File: config.mk
export PLATFORM = sky130hd
export DESIGN_NAME = camac_lam_and_readout_filter
export DESIGN_NICKNAME = d
export VERILOG_FILES = /design/src/camac_lam_and_readout_filter.v
export VERILOG_INCLUDE_DIRS = /design/src /design/src/shared
export SDC_FILE = /design/constraint.sdc
export NUM_CORES = 1
export LEC_CHECK = 0
export BUFFER_PORTS_ARGS = -buffer_cell sky130_fd_sc_hd__buf_2
export CORE_UTILIZATION = 30
export CTS_CLUSTER_SIZE = 28
export DETAILED_ROUTE_END_ITERATION = 8
export GPL_TIMING_DRIVEN = 0
export PLACE_DENSITY_LB_ADDON = 0.25
export SYNTH_ARGS = -nofsm -noshare
export SYNTH_HDL_FRONTEND = slang
export SYNTH_SLANG_ARGS = --single-unit
File: constraint.sdc
create_clock -name sys_clk -period 6.96 [get_ports sys_clk]
set_clock_uncertainty 0.2 [all_clocks]
set_input_delay 0.348 -clock sys_clk [delete_from_list [all_inputs] [get_ports sys_clk]]
set_output_delay 0.348 -clock sys_clk [all_outputs]
set_load 0.005 [all_outputs]
File: src/shared/camac_lam_regs.vh
// Register offsets, field positions, reset values and dataway codes.
`ifndef CAMAC_LAM_REGS_VH
`define CAMAC_LAM_REGS_VH

// ============================================================
// Register byte offsets
`define CTL_ADDR        8'h00
`define STAT_ADDR       8'h04
`define IRQ_STAT_ADDR   8'h08
`define IRQ_CLR_ADDR    8'h0C
`define IRQ_EN_ADDR     8'h10

// ============================================================
// Control register fields
`define CTL_OVFSUP_BIT  0
`define CTL_CMPR_BIT    1
`define CTL_PED_BIT     2
`define CTL_SEQ_BIT     3
`define CTL_LAMEN_BIT   4
`define CTL_VSN_LSB     8
`define CTL_VSN_MSB     15
`define CTL_RESET       16'h0000

// ============================================================
// Status register fields
`define STAT_LAM_BIT    0
`define STAT_AVAIL_BIT  1
`define STAT_WC_LSB     4
`define STAT_WC_MSB     8

// ============================================================
// Interrupt bits
`define IRQ_LAM_BIT     0
`define IRQ_DONE_BIT    1
`define IRQ_CLEAR_BIT   2
`define IRQ_WIDTH       3
`define IRQ_RESET       3'h0

// ============================================================
// Dataway function codes and subaddress
`define FN_READ         5'h02
`define FN_TEST         5'h08
`define FN_CLEAR        5'h09
`define FN_TEST_CLEAR   5'h0A
`define SUBADDR_ZERO    4'h0
`define NO_WORD         5'h10

`endif

File: src/camac_lam_and_readout_filter.v
// Look-at-me request, readout word filter and readout enable pass-through.
`default_nettype none
`include "camac_lam_regs.vh"

// Function
// - In sequential readout with overflow suppression and compression both on, words below one and overflow words are left out of readout.
// - A dataway initialize selects sequential readout and turns on pedestal subtraction and compression.
// - The request stays low whenever the request enable bit is off, whatever the data state.
// - With the request enable bit on, the request rises as soon as converted data become available.
// - In sequential readout the request drops once the last data word of the event is read.
// - Function 8 at subaddress 0 answers Q high when a request is pending and low otherwise, leaving the request alone.
// - Function 10 at subaddress 0 answers Q high when a request is pending and then clears it at the strobe.
// - A front-panel clear, or initialize, clear or function 9 at subaddress 0 at the strobe, clears the request.
// - A dataway initialize turns the request enable bit on.
// - The readout enable enters the first module and each module passes it on to the next through its pass output while it has no data to send.
// - With compression on in sequential readout, words below one are dropped and readout gives no Q when no valid word exists.
// - Sequential select 0 reads the channel named by the subaddress, select 1 reads in sequence and ignores it.
module camac_lam_and_readout_filter
(
   input  wire        sys_clk,
   input  wire        rst_n,
   // Register port.
   input  wire [7:0]  busAddr,
   input  wire [31:0] busWrData,
   input  wire        busWr,
   input  wire        busRd,
   output wire [31:0] busRdData,
   output wire        irq,
   // Dataway pins.
   input  wire        stationSel,
   input  wire        strobeS2,
   input  wire [4:0]  funcCode,
   input  wire [3:0]  subAddr,
   input  wire        initLine,
   input  wire        clearLine,
   input  wire        frontClear,
   output wire        lamRequest,
   output wire        qResponse,
   output wire [15:0] readWord,
   // Readout enable chain.
   input  wire        readoutEnableIn,
   output wire        enablePassthroughOut,
   // Converter side, same clock.
   input  wire        wordWrite,
   input  wire [3:0]  wordChan,
   input  wire [10:0] wordValue,
   input  wire        wordOverflow,
   input  wire        dataReady,
   output wire        pedestalSubtract
);

   // ============================================================
   // Pin synchronisers
   localparam PINS = 15;

   wire [PINS-1:0] pinRaw;
   reg  [PINS-1:0] pinMeta_r;
   reg  [PINS-1:0] pinSync_r;
   reg  [PINS-1:0] pinPrev_r;

   assign pinRaw = {frontClear, readoutEnableIn, clearLine, initLine,
                    stationSel, strobeS2, funcCode, subAddr};

   always @(posedge sys_clk or negedge rst_n)
   begin
      if (!rst_n)
      begin
         pinMeta_r <= {PINS{1'b0}};
         pinSync_r <= {PINS{1'b0}};
         pinPrev_r <= {PINS{1'b0}};
      end
      else
      begin
         pinMeta_r <= pinRaw;
         pinSync_r <= pinMeta_r;
         pinPrev_r <= pinSync_r;
      end
   end

   wire [3:0] aS      = pinSync_r[3:0];
   wire [4:0] fS      = pinSync_r[8:4];
   wire       s2Rise  = pinSync_r[9] & ~pinPrev_r[9];
   wire       nS      = pinSync_r[10];
   wire       zS      = pinSync_r[11];
   wire       cS      = pinSync_r[12];
   wire       renS    = pinSync_r[13];
   wire       fpRise  = pinSync_r[14] & ~pinPrev_r[14];

   // ============================================================
   // Control and state registers
   reg        ovfSuppress_r;
   reg        compressEn_r;
   reg        ped_r;
   reg        seq_r;
   reg        lamEn_r;
   reg [7:0]  vsn_r;
   reg        lamPending_r;
   reg        dataAvail_r;
   reg        hdrDone_r;
   reg [4:0]  seqPtr_r;
   reg [`IRQ_WIDTH-1:0] irqStat_r;
   reg [`IRQ_WIDTH-1:0] irqEn_r;
   reg        irq_r;
   reg        lamOut_r;
   reg        qOut_r;
   reg [15:0] readWord_r;
   reg [31:0] rdData_r;
   reg        pass_r;

   // Bit 11 holds the overflow flag, bits 10:0 the value.
   reg [11:0] wordMem [0:15];

   always @(posedge sys_clk)
   begin
      if (wordWrite)
         wordMem[wordChan] <= {wordOverflow, wordValue};
   end

   // ============================================================
   // Word filter
   function [4:0] firstValid;
      input [15:0] mask;
      input [4:0]  start;
      integer k;
      reg     found;
      begin
         firstValid = `NO_WORD;
         found = 1'b0;
         for (k = 0; k < 16; k = k + 1)
            if (!found && k >= start && mask[k])
            begin
               firstValid = k[4:0];
               found = 1'b1;
            end
      end
   endfunction

   function [4:0] countValid;
      input [15:0] mask;
      integer k;
      begin
         countValid = 5'h00;
         for (k = 0; k < 16; k = k + 1)
            countValid = countValid + {4'h0, mask[k]};
      end
   endfunction

   // Compression only acts in sequential mode.
   wire compressOn = compressEn_r & seq_r;
   wire [15:0] validMask;

   genvar g;
   generate
      for (g = 0; g < 16; g = g + 1)
      begin : gFilter
         assign validMask[g] = ~compressOn |
                               ((wordMem[g][10:0] != 11'h000) &
                                ~(ovfSuppress_r & wordMem[g][11]));
      end
   endgenerate

   wire [4:0] wordCount = countValid(validMask);
   wire [4:0] curIdx    = firstValid(validMask, seqPtr_r);
   wire [4:0] curNext   = curIdx + 5'h01;
   wire [4:0] nextIdx   = firstValid(validMask, curNext);
   wire       withHdr   = compressOn & ~hdrDone_r;
   wire [11:0] curWord  = wordMem[curIdx[3:0]];
   wire [11:0] rndWord  = wordMem[aS];

   // ============================================================
   // Dataway command decode
   wire zCmd     = s2Rise & zS;
   wire cCmd     = s2Rise & cS;
   wire addr     = s2Rise & nS & ~zS & ~cS;
   wire subZero  = (aS == `SUBADDR_ZERO);
   wire fTest    = addr & (fS == `FN_TEST) & subZero;
   wire fClr     = addr & (fS == `FN_CLEAR) & subZero;
   wire fTestClr = addr & (fS == `FN_TEST_CLEAR) & subZero;
   wire fRead    = addr & (fS == `FN_READ);

   wire lamVisible = lamPending_r & lamEn_r;

   // random access always answers while data stand
   wire readOk  = dataAvail_r & (~seq_r | (curIdx != `NO_WORD));
   wire seqRead = fRead & readOk & seq_r;
   wire seqEnd  = seqRead & ~withHdr & (nextIdx == `NO_WORD);

   wire dataClear = zCmd | cCmd | fClr | fpRise;
   wire lamClear = dataClear | (fTestClr & lamVisible) | seqEnd;

   // ============================================================
   // Request flag and readout pointer
   always @(posedge sys_clk or negedge rst_n)
   begin
      if (!rst_n)
      begin
         lamPending_r <= 1'b0;
         dataAvail_r  <= 1'b0;
         hdrDone_r    <= 1'b0;
         seqPtr_r     <= 5'h00;
      end
      else
      begin
         if (lamClear)
            lamPending_r <= 1'b0;
         else if (dataReady)
            lamPending_r <= 1'b1;

         if (dataClear | seqEnd)
         begin
            dataAvail_r <= 1'b0;
            hdrDone_r   <= 1'b0;
            seqPtr_r    <= 5'h00;
         end
         else if (dataReady)
         begin
            dataAvail_r <= 1'b1;
            hdrDone_r   <= 1'b0;
            seqPtr_r    <= 5'h00;
         end
         else if (seqRead)
         begin
            if (withHdr)
               hdrDone_r <= 1'b1;
            else
               seqPtr_r <= curNext;
         end
      end
   end

   // ============================================================
   // Dataway answers
   always @(posedge sys_clk or negedge rst_n)
   begin
      if (!rst_n)
      begin
         qOut_r     <= 1'b0;
         readWord_r <= 16'h0000;
         lamOut_r   <= 1'b0;
         pass_r     <= 1'b0;
      end
      else
      begin
         lamOut_r <= lamVisible;
         // pass enable on when nothing to send
         pass_r <= renS & ~dataAvail_r;

         if (fTest | fTestClr)
            qOut_r <= lamVisible;
         else if (fRead)
            // no valid data gives no Q
            qOut_r <= readOk;
         else if (fClr)
            qOut_r <= 1'b1;
         else if (s2Rise)
            qOut_r <= 1'b0;

         if (fRead & readOk)
         begin
            if (!seq_r)
               readWord_r <= {5'h00, rndWord[10:0]};
            else if (withHdr)
               readWord_r <= {1'b1, wordCount[3:0], 3'h0, vsn_r};
            else if (compressOn)
               readWord_r <= {1'b0, curIdx[3:0], curWord[10:0]};
            else
               readWord_r <= {5'h00, curWord[10:0]};
         end
      end
   end

   // ============================================================
   // Register port and interrupts
   wire wrCtl   = busWr & (busAddr == `CTL_ADDR);
   wire wrIrqC  = busWr & (busAddr == `IRQ_CLR_ADDR);
   wire wrIrqE  = busWr & (busAddr == `IRQ_EN_ADDR);

   wire [`IRQ_WIDTH-1:0] irqEvents = {zCmd | cCmd | fpRise, seqEnd,
                                      dataReady & lamEn_r};
   wire [`IRQ_WIDTH-1:0] irqClrMask = wrIrqC ?
                                      busWrData[`IRQ_WIDTH-1:0] :
                                      {`IRQ_WIDTH{1'b0}};
   // A new event wins over a clear in the same cycle.
   wire [`IRQ_WIDTH-1:0] irqStatNxt = (irqStat_r & ~irqClrMask) |
                                      irqEvents;
   wire [`IRQ_WIDTH-1:0] irqEnNxt = wrIrqE ?
                                    busWrData[`IRQ_WIDTH-1:0] : irqEn_r;

   always @(posedge sys_clk or negedge rst_n)
   begin
      if (!rst_n)
      begin
         ovfSuppress_r <= 1'b0;
         compressEn_r  <= 1'b0;
         ped_r     <= 1'b0;
         seq_r     <= 1'b0;
         lamEn_r   <= 1'b0;
         vsn_r     <= 8'h00;
         irqStat_r <= `IRQ_RESET;
         irqEn_r   <= `IRQ_RESET;
         irq_r     <= 1'b0;
         rdData_r  <= 32'h0000_0000;
      end
      else
      begin
         irqStat_r <= irqStatNxt;
         irqEn_r   <= irqEnNxt;
         irq_r     <= |(irqStatNxt & irqEnNxt);

         if (wrCtl)
         begin
            ovfSuppress_r <= busWrData[`CTL_OVFSUP_BIT];
            compressEn_r  <= busWrData[`CTL_CMPR_BIT];
            ped_r   <= busWrData[`CTL_PED_BIT];
            seq_r   <= busWrData[`CTL_SEQ_BIT];
            lamEn_r <= busWrData[`CTL_LAMEN_BIT];
            vsn_r   <= busWrData[`CTL_VSN_MSB:`CTL_VSN_LSB];
         end
         // Initialize from the dataway overrides a software write.
         if (zCmd)
         begin
            seq_r   <= 1'b1;
            ped_r   <= 1'b1;
            compressEn_r <= 1'b1;
            lamEn_r <= 1'b1;
         end

         rdData_r <= 32'h0000_0000;
         if (busRd)
         begin
            case (busAddr)
               `CTL_ADDR:
                  rdData_r <= {16'h0000, vsn_r, 3'h0, lamEn_r, seq_r,
                               ped_r, compressEn_r, ovfSuppress_r};
               `STAT_ADDR:
                  rdData_r <= {23'h000000, wordCount, 2'h0,
                               dataAvail_r, lamPending_r};
               `IRQ_STAT_ADDR:
                  rdData_r <= {29'h00000000, irqStat_r};
               `IRQ_EN_ADDR:
                  rdData_r <= {29'h00000000, irqEn_r};
               default:
                  rdData_r <= 32'h0000_0000;
            endcase
         end
      end
   end

   assign busRdData            = rdData_r;
   assign irq                  = irq_r;
   assign lamRequest           = lamOut_r;
   assign qResponse            = qOut_r;
   assign readWord             = readWord_r;
   assign enablePassthroughOut = pass_r;
   assign pedestalSubtract     = ped_r;

endmodule // camac_lam_and_readout_filter
`default_nettype wire

# Word level (Yosys, flattened, before mapping)
# Memory sizes are Yosys's and may differ from the RTL's.
# Cells that the tools add are included.
# word_totals
ff_bits	124
ram_bits	192
inputBits	77
output_inout_bits	53
wordCells	408
memories	1
# op_classes
addsub	16
magnitude_cmp	32
n_eq_ne	11
mux	94
bitwise	114
n_reduce_logical	119
# mem_list
memory	words	width	read_ports	rd_ports_with_merged_regs	wr	line_no	rtl
wordMem	16	12	18	0	1	camac_lam_and_readout_filter.v:111	reg [11:0] wordMem [0:15];
# op_table
cell	n
5-bit two-way mux	36
11-bit nonzero test	16
4-bit by 5-bit greater-or-equal comparator with 1-bit output, first input constant	16
16-bit one-hot mux with 4 select lines	1
1-bit logical AND	62
1-bit bitwise AND	60
5-bit by 1-bit adder with 5-bit output	11
1-bit two-way mux	51
16-bit two-way mux	3
3-bit by 5-bit greater-or-equal comparator with 1-bit output, first input constant	8
1-bit logical NOT	30
1-bit inverter	25
1-bit OR	25
1-bit by 5-bit greater-or-equal comparator with 1-bit output, first input constant	4
2-bit by 5-bit greater-or-equal comparator with 1-bit output, first input constant	4
8-bit by 4-bit == test with 1-bit output, second input constant	2
5-bit by 4-bit == test with 1-bit output, second input constant	3
15-bit two-way mux	1
8-bit by 3-bit == test with 1-bit output, second input constant	1
8-bit by 5-bit == test with 1-bit output, second input constant	1
8-bit logical NOT	1
3-bit bitwise AND	2
3-bit two-way mux	2
2-bit nonzero test	3
16 further kinds	18

# Depth between registers and ports, before layout
# An unclocked memory read counts as a cell.
# logic_depth
depth_word	136
mapped_depth	21
mapped_depth_nobuf	18

# Worst setup path after synthesis
# Ideal clock, no wire load.
# synth_timing
kind	flip-flop to flip-flop
start	memory wordMem[7][7]
end	register readWord_r[13] (netlist: readWord[13])
setup_time_ps	127
t_arrival_ps	4539
t_required_ps	6633
path_slack_ps	2094
path_stages_with_launch	17
path_buffers	0
synth_period_minus_slack_ps	4866
path_cell_list	edfxtp_1 or4_1 or3_1 a21oi_1 inv_1 fa_1 inv_1 fa_1 fa_1 inv_1 fa_1 ha_1 fa_1 xnor2_1 nor2_1 a21oi_1 o21ai_0
# synth_lines
item	line_no	rtl
start, declared	camac_lam_and_readout_filter.v:111	
end signal, assigned	camac_lam_and_readout_filter.v:261	readWord_r <= {5'h00, rndWord[10:0]};
end signal, assigned	camac_lam_and_readout_filter.v:263	readWord_r <= {1'b1, wordCount[3:0], 3'h0, vsn_r};
end signal, assigned	camac_lam_and_readout_filter.v:265	readWord_r <= {1'b0, curIdx[3:0], curWord[10:0]};
end, declared	camac_lam_and_readout_filter.v:106	reg [15:0] readWord_r;

==> results.ini <==
[critical_path]
reg2reg_from = wordMem[10][0]$_DFFE_PP_
cp_max_fo = 12
end_kind = register
criticalPathCategory = reg -> reg
worst_r2r_path_depth = 17
startpoint = wordMem[10][0]$_DFFE_PP_
rrSetupSlack_ps = 210
worstSetupStartpointType = register
critPathRequiredTime_ps = 7150
arrival_ps = 6940
r2r-end = seqPtr_r[0]$_DFFE_PN0P_
cp-endpoint = seqPtr_r[0]$_DFFE_PN0P_

[power]
p_sw_uw = 960
pwr-share-comb_pct = 7.2
p_per_area_mw_per_mm2 = 236
power_frac_seq_pct = 46.0
ir_drop_v = 0.000124
p_sw_share_pct = 23.2
p_int_uw = 3170
power_frac_clock_pct = 46.9
leakage_uw = 0.00647

[route]
routed_wl_um = 53600
viasPerCell = 5.67
final_antenna_net_count = 0
firstDrtPassIters = 6
drtIter0Drc = 1190
vias = 11215
detail_route.wl_per_cell_um = 27.1
drt_drc_violations_left = 0

[outcome]
outcome = complete, no violations

[flow_run]
cap_violations = 0

[floorplan]
std_cell_rows = 80
pin_count = 130
die_w_um = 221
dieArea_mm2 = 0.0490
core_area_mm2 = 0.0476
dieHeight_um = 221
start_util_pct = 30.3

[placed_design]
port_buffers = 92
dp_hpwl_um = 40400
gp_congestion = 0.971
preCtsSetupSlack_ps = 196

[global_routing]
grt_pass1_wl_um = 78300
grt_use_total_pct = 21.8
grt_overflow = 0
grt_max_degree = 57
grt_pass1_vias = 11170
grt_antenna_before_repair = 0

[synth]
mappedNetlistArea_mm2 = 0.0144
synth_cells = 1146
synth-edff-count = 192
synth.ff_latch_count = 287
yosysWarnings = 0
avgSynthCellArea_um2 = 12.6
ys_types = 84
ys.flop_type = edfxtp_1
async_flop_share_pct = 33.1
synth_seq_area_share_pct = 56.4

[sta]
min_period_over_period_pct = 97.0
rsz0062_at_grt = no
setup_viol_count_final = 0
slew_violations = 0
setup_slack_ps = 210
finalHoldViolCount = 0
slew_headroom_pct = 12.6
fin_crit_ps = 6750
tns_ps = 0
tightest_slew_ps = 1310
fmax_mhz = 148

[finish]
layout-drive-gt1-share_pct = 21.8
diodes = 0
nets = 1434
mostFrequentLayoutCell = edfxtp_1
area_growth_pct = 21.5
nFillCells = 4630
final_cell_mix = edfxtp_1 (192), nand2_1 (117), buf_2 (110), dfrtp_1 (95), nor2_1 (58)

[cts]
post_cts_buffers = 0
cts_root_buf = clkbuf_16
cts_buffers = 34
cts_max_level = 2
cts_tree = yes
cts.sinks = 287
clk_pin_slew_ps = 60
clock_latency_ps = 560
cts_buffer_depth = 3

[min_path]
hold_class = in -> reg

timing repair:
item	4_1_cts	5_1_grt
setup endpoints to repair	0	9
hold endpoints to repair	152	0
resized for setup	0	6
hold buffers	39	0
critical path, stage by stage, from the launching register on:
cell and delay, ps:
edfxtp_1 410, nor4_1 730, a32oi_1 530, o21ai_1 390, and4b_1 300, nand4_1 270
nand3_2 260, buf_2 370, buf_2 350, buf_2 380, ha_1 390, inv_1 200
a2111oi_4 410, a21oi_2 140, a221oi_2 280, o221ai_2 180, a2111oi_4 640, nor3_1 140
worst min-delay path by stage:
stage                              end  cells past startpoint  slack [ps]                    from
2_1_floorplan   busRdData[0]$_DFF_PN0_                      0        -150                   rst_n
3_3_place_gp    pinSync_r[2]$_DFF_PN0_                      0         130  pinMeta_r[2]$_DFF_PN0_
3_5_place_dp    pinSync_r[3]$_DFF_PN0_                      0         140  pinMeta_r[3]$_DFF_PN0_
4_1_cts        wordMem[1][8]$_DFFE_PP_                      1           3            wordValue[8]
5_1_grt        wordMem[2][8]$_DFFE_PP_                      1          20            wordValue[8]
6_report       wordMem[9][0]$_DFFE_PP_                      1           6            wordValue[0]
cell usage after synthesis, drive strengths merged (22+ instances only):
library cell	count	area, µm²
nor2	63	236
a21oi	43	230
nand2	118	445
dfrtp	95	2380
nand3	37	190
nor4	31	224
edfxtp	192	5770
buf	45	260
mux4	49	1110
a211oi	32	253
mux2i	46	460
clkbuf	34	128
nor3	40	200
inv	22	82.6
o21ai	36	180
registers in the layout (all words and copies together), names as in the netlist, 2 cells and up:
signal / count
pinMeta_r: 15
seqPtr_r: 5
vsn_r: 8
irqStat_r: 3
pinPrev_r: 2
readWord: 16
busRdData: 16
irqEn_r: 3
wordMem: 192
pinSync_r: 15
layout make-up:
type | instances | area, µm² | share of cell area (%)
Clock inverter | 20 | 255 | 1.46
Multi-Input combinational cell | 772 | 5950 | 33.9
Buffer | 79 | 388 | 2.21
Sequential cell | 287 | 8140 | 46.4
Tap cell | 615 | 769 | 4.39
Clock buffer | 42 | 965 | 5.50
Inverter | 23 | 86.3 | 0.492
Timing Repair Buffer | 141 | 986 | 5.62
power groups by stage:
stage / clock (µW) / combinational, µW / sequential (µW)
global route: 2030 / 322 / 1900
CTS: 1960 / 296 / 1900
global placement: 0 / 270 / 1930
floorplan: 0 / 159 / 1920
detailed placement: 0 / 279 / 1930
finish: 1940 / 297 / 1900
kinds of logic (layout without fill, tap and decap cells):
family	after synthesis	after routing	synth area share, %
other cells	1	16	0.0260
mux	108	108	11.9
fa+ha+maj	19	19	2.17
xor+xnor	2	2	0.121
simple gates	378	378	13.1
buf+inv	102	305	3.28
compound gates	249	249	13.0
flops	287	287	56.4
through the flow:
step	cell area (µm²)	power [µW]	hold slack, ps	cells	util (%)
finish	17500	4130	6.41	1979	36.8
global route	17500	4250	17.7	1979	36.8
CTS	17500	4150	3.12	1978	36.7
detailed placement	15900	2210	136	1877	33.3
global placement	15700	2200	133	1868	33.0
floorplan	14500	2080	-148	1161	-
per-layer routing:
| layer | track usage [%] | wire [µm] | share of wire [%] | vias to the layer above |
|---|---|---|---|---|
| met2 | 35.1 | 25000 | 47 | 574 |
| met4 | 10.2 | 2350 | 4.4 | 0 |
| met5 | 0 | 0 | 0 | - |
| li1 | - | - | - | 4831 |
| met1 | 28.1 | 22100 | 41 | 5669 |
| met3 | 4.41 | 4170 | 7.8 | 141 |
(Power assumes the default switching activity.)
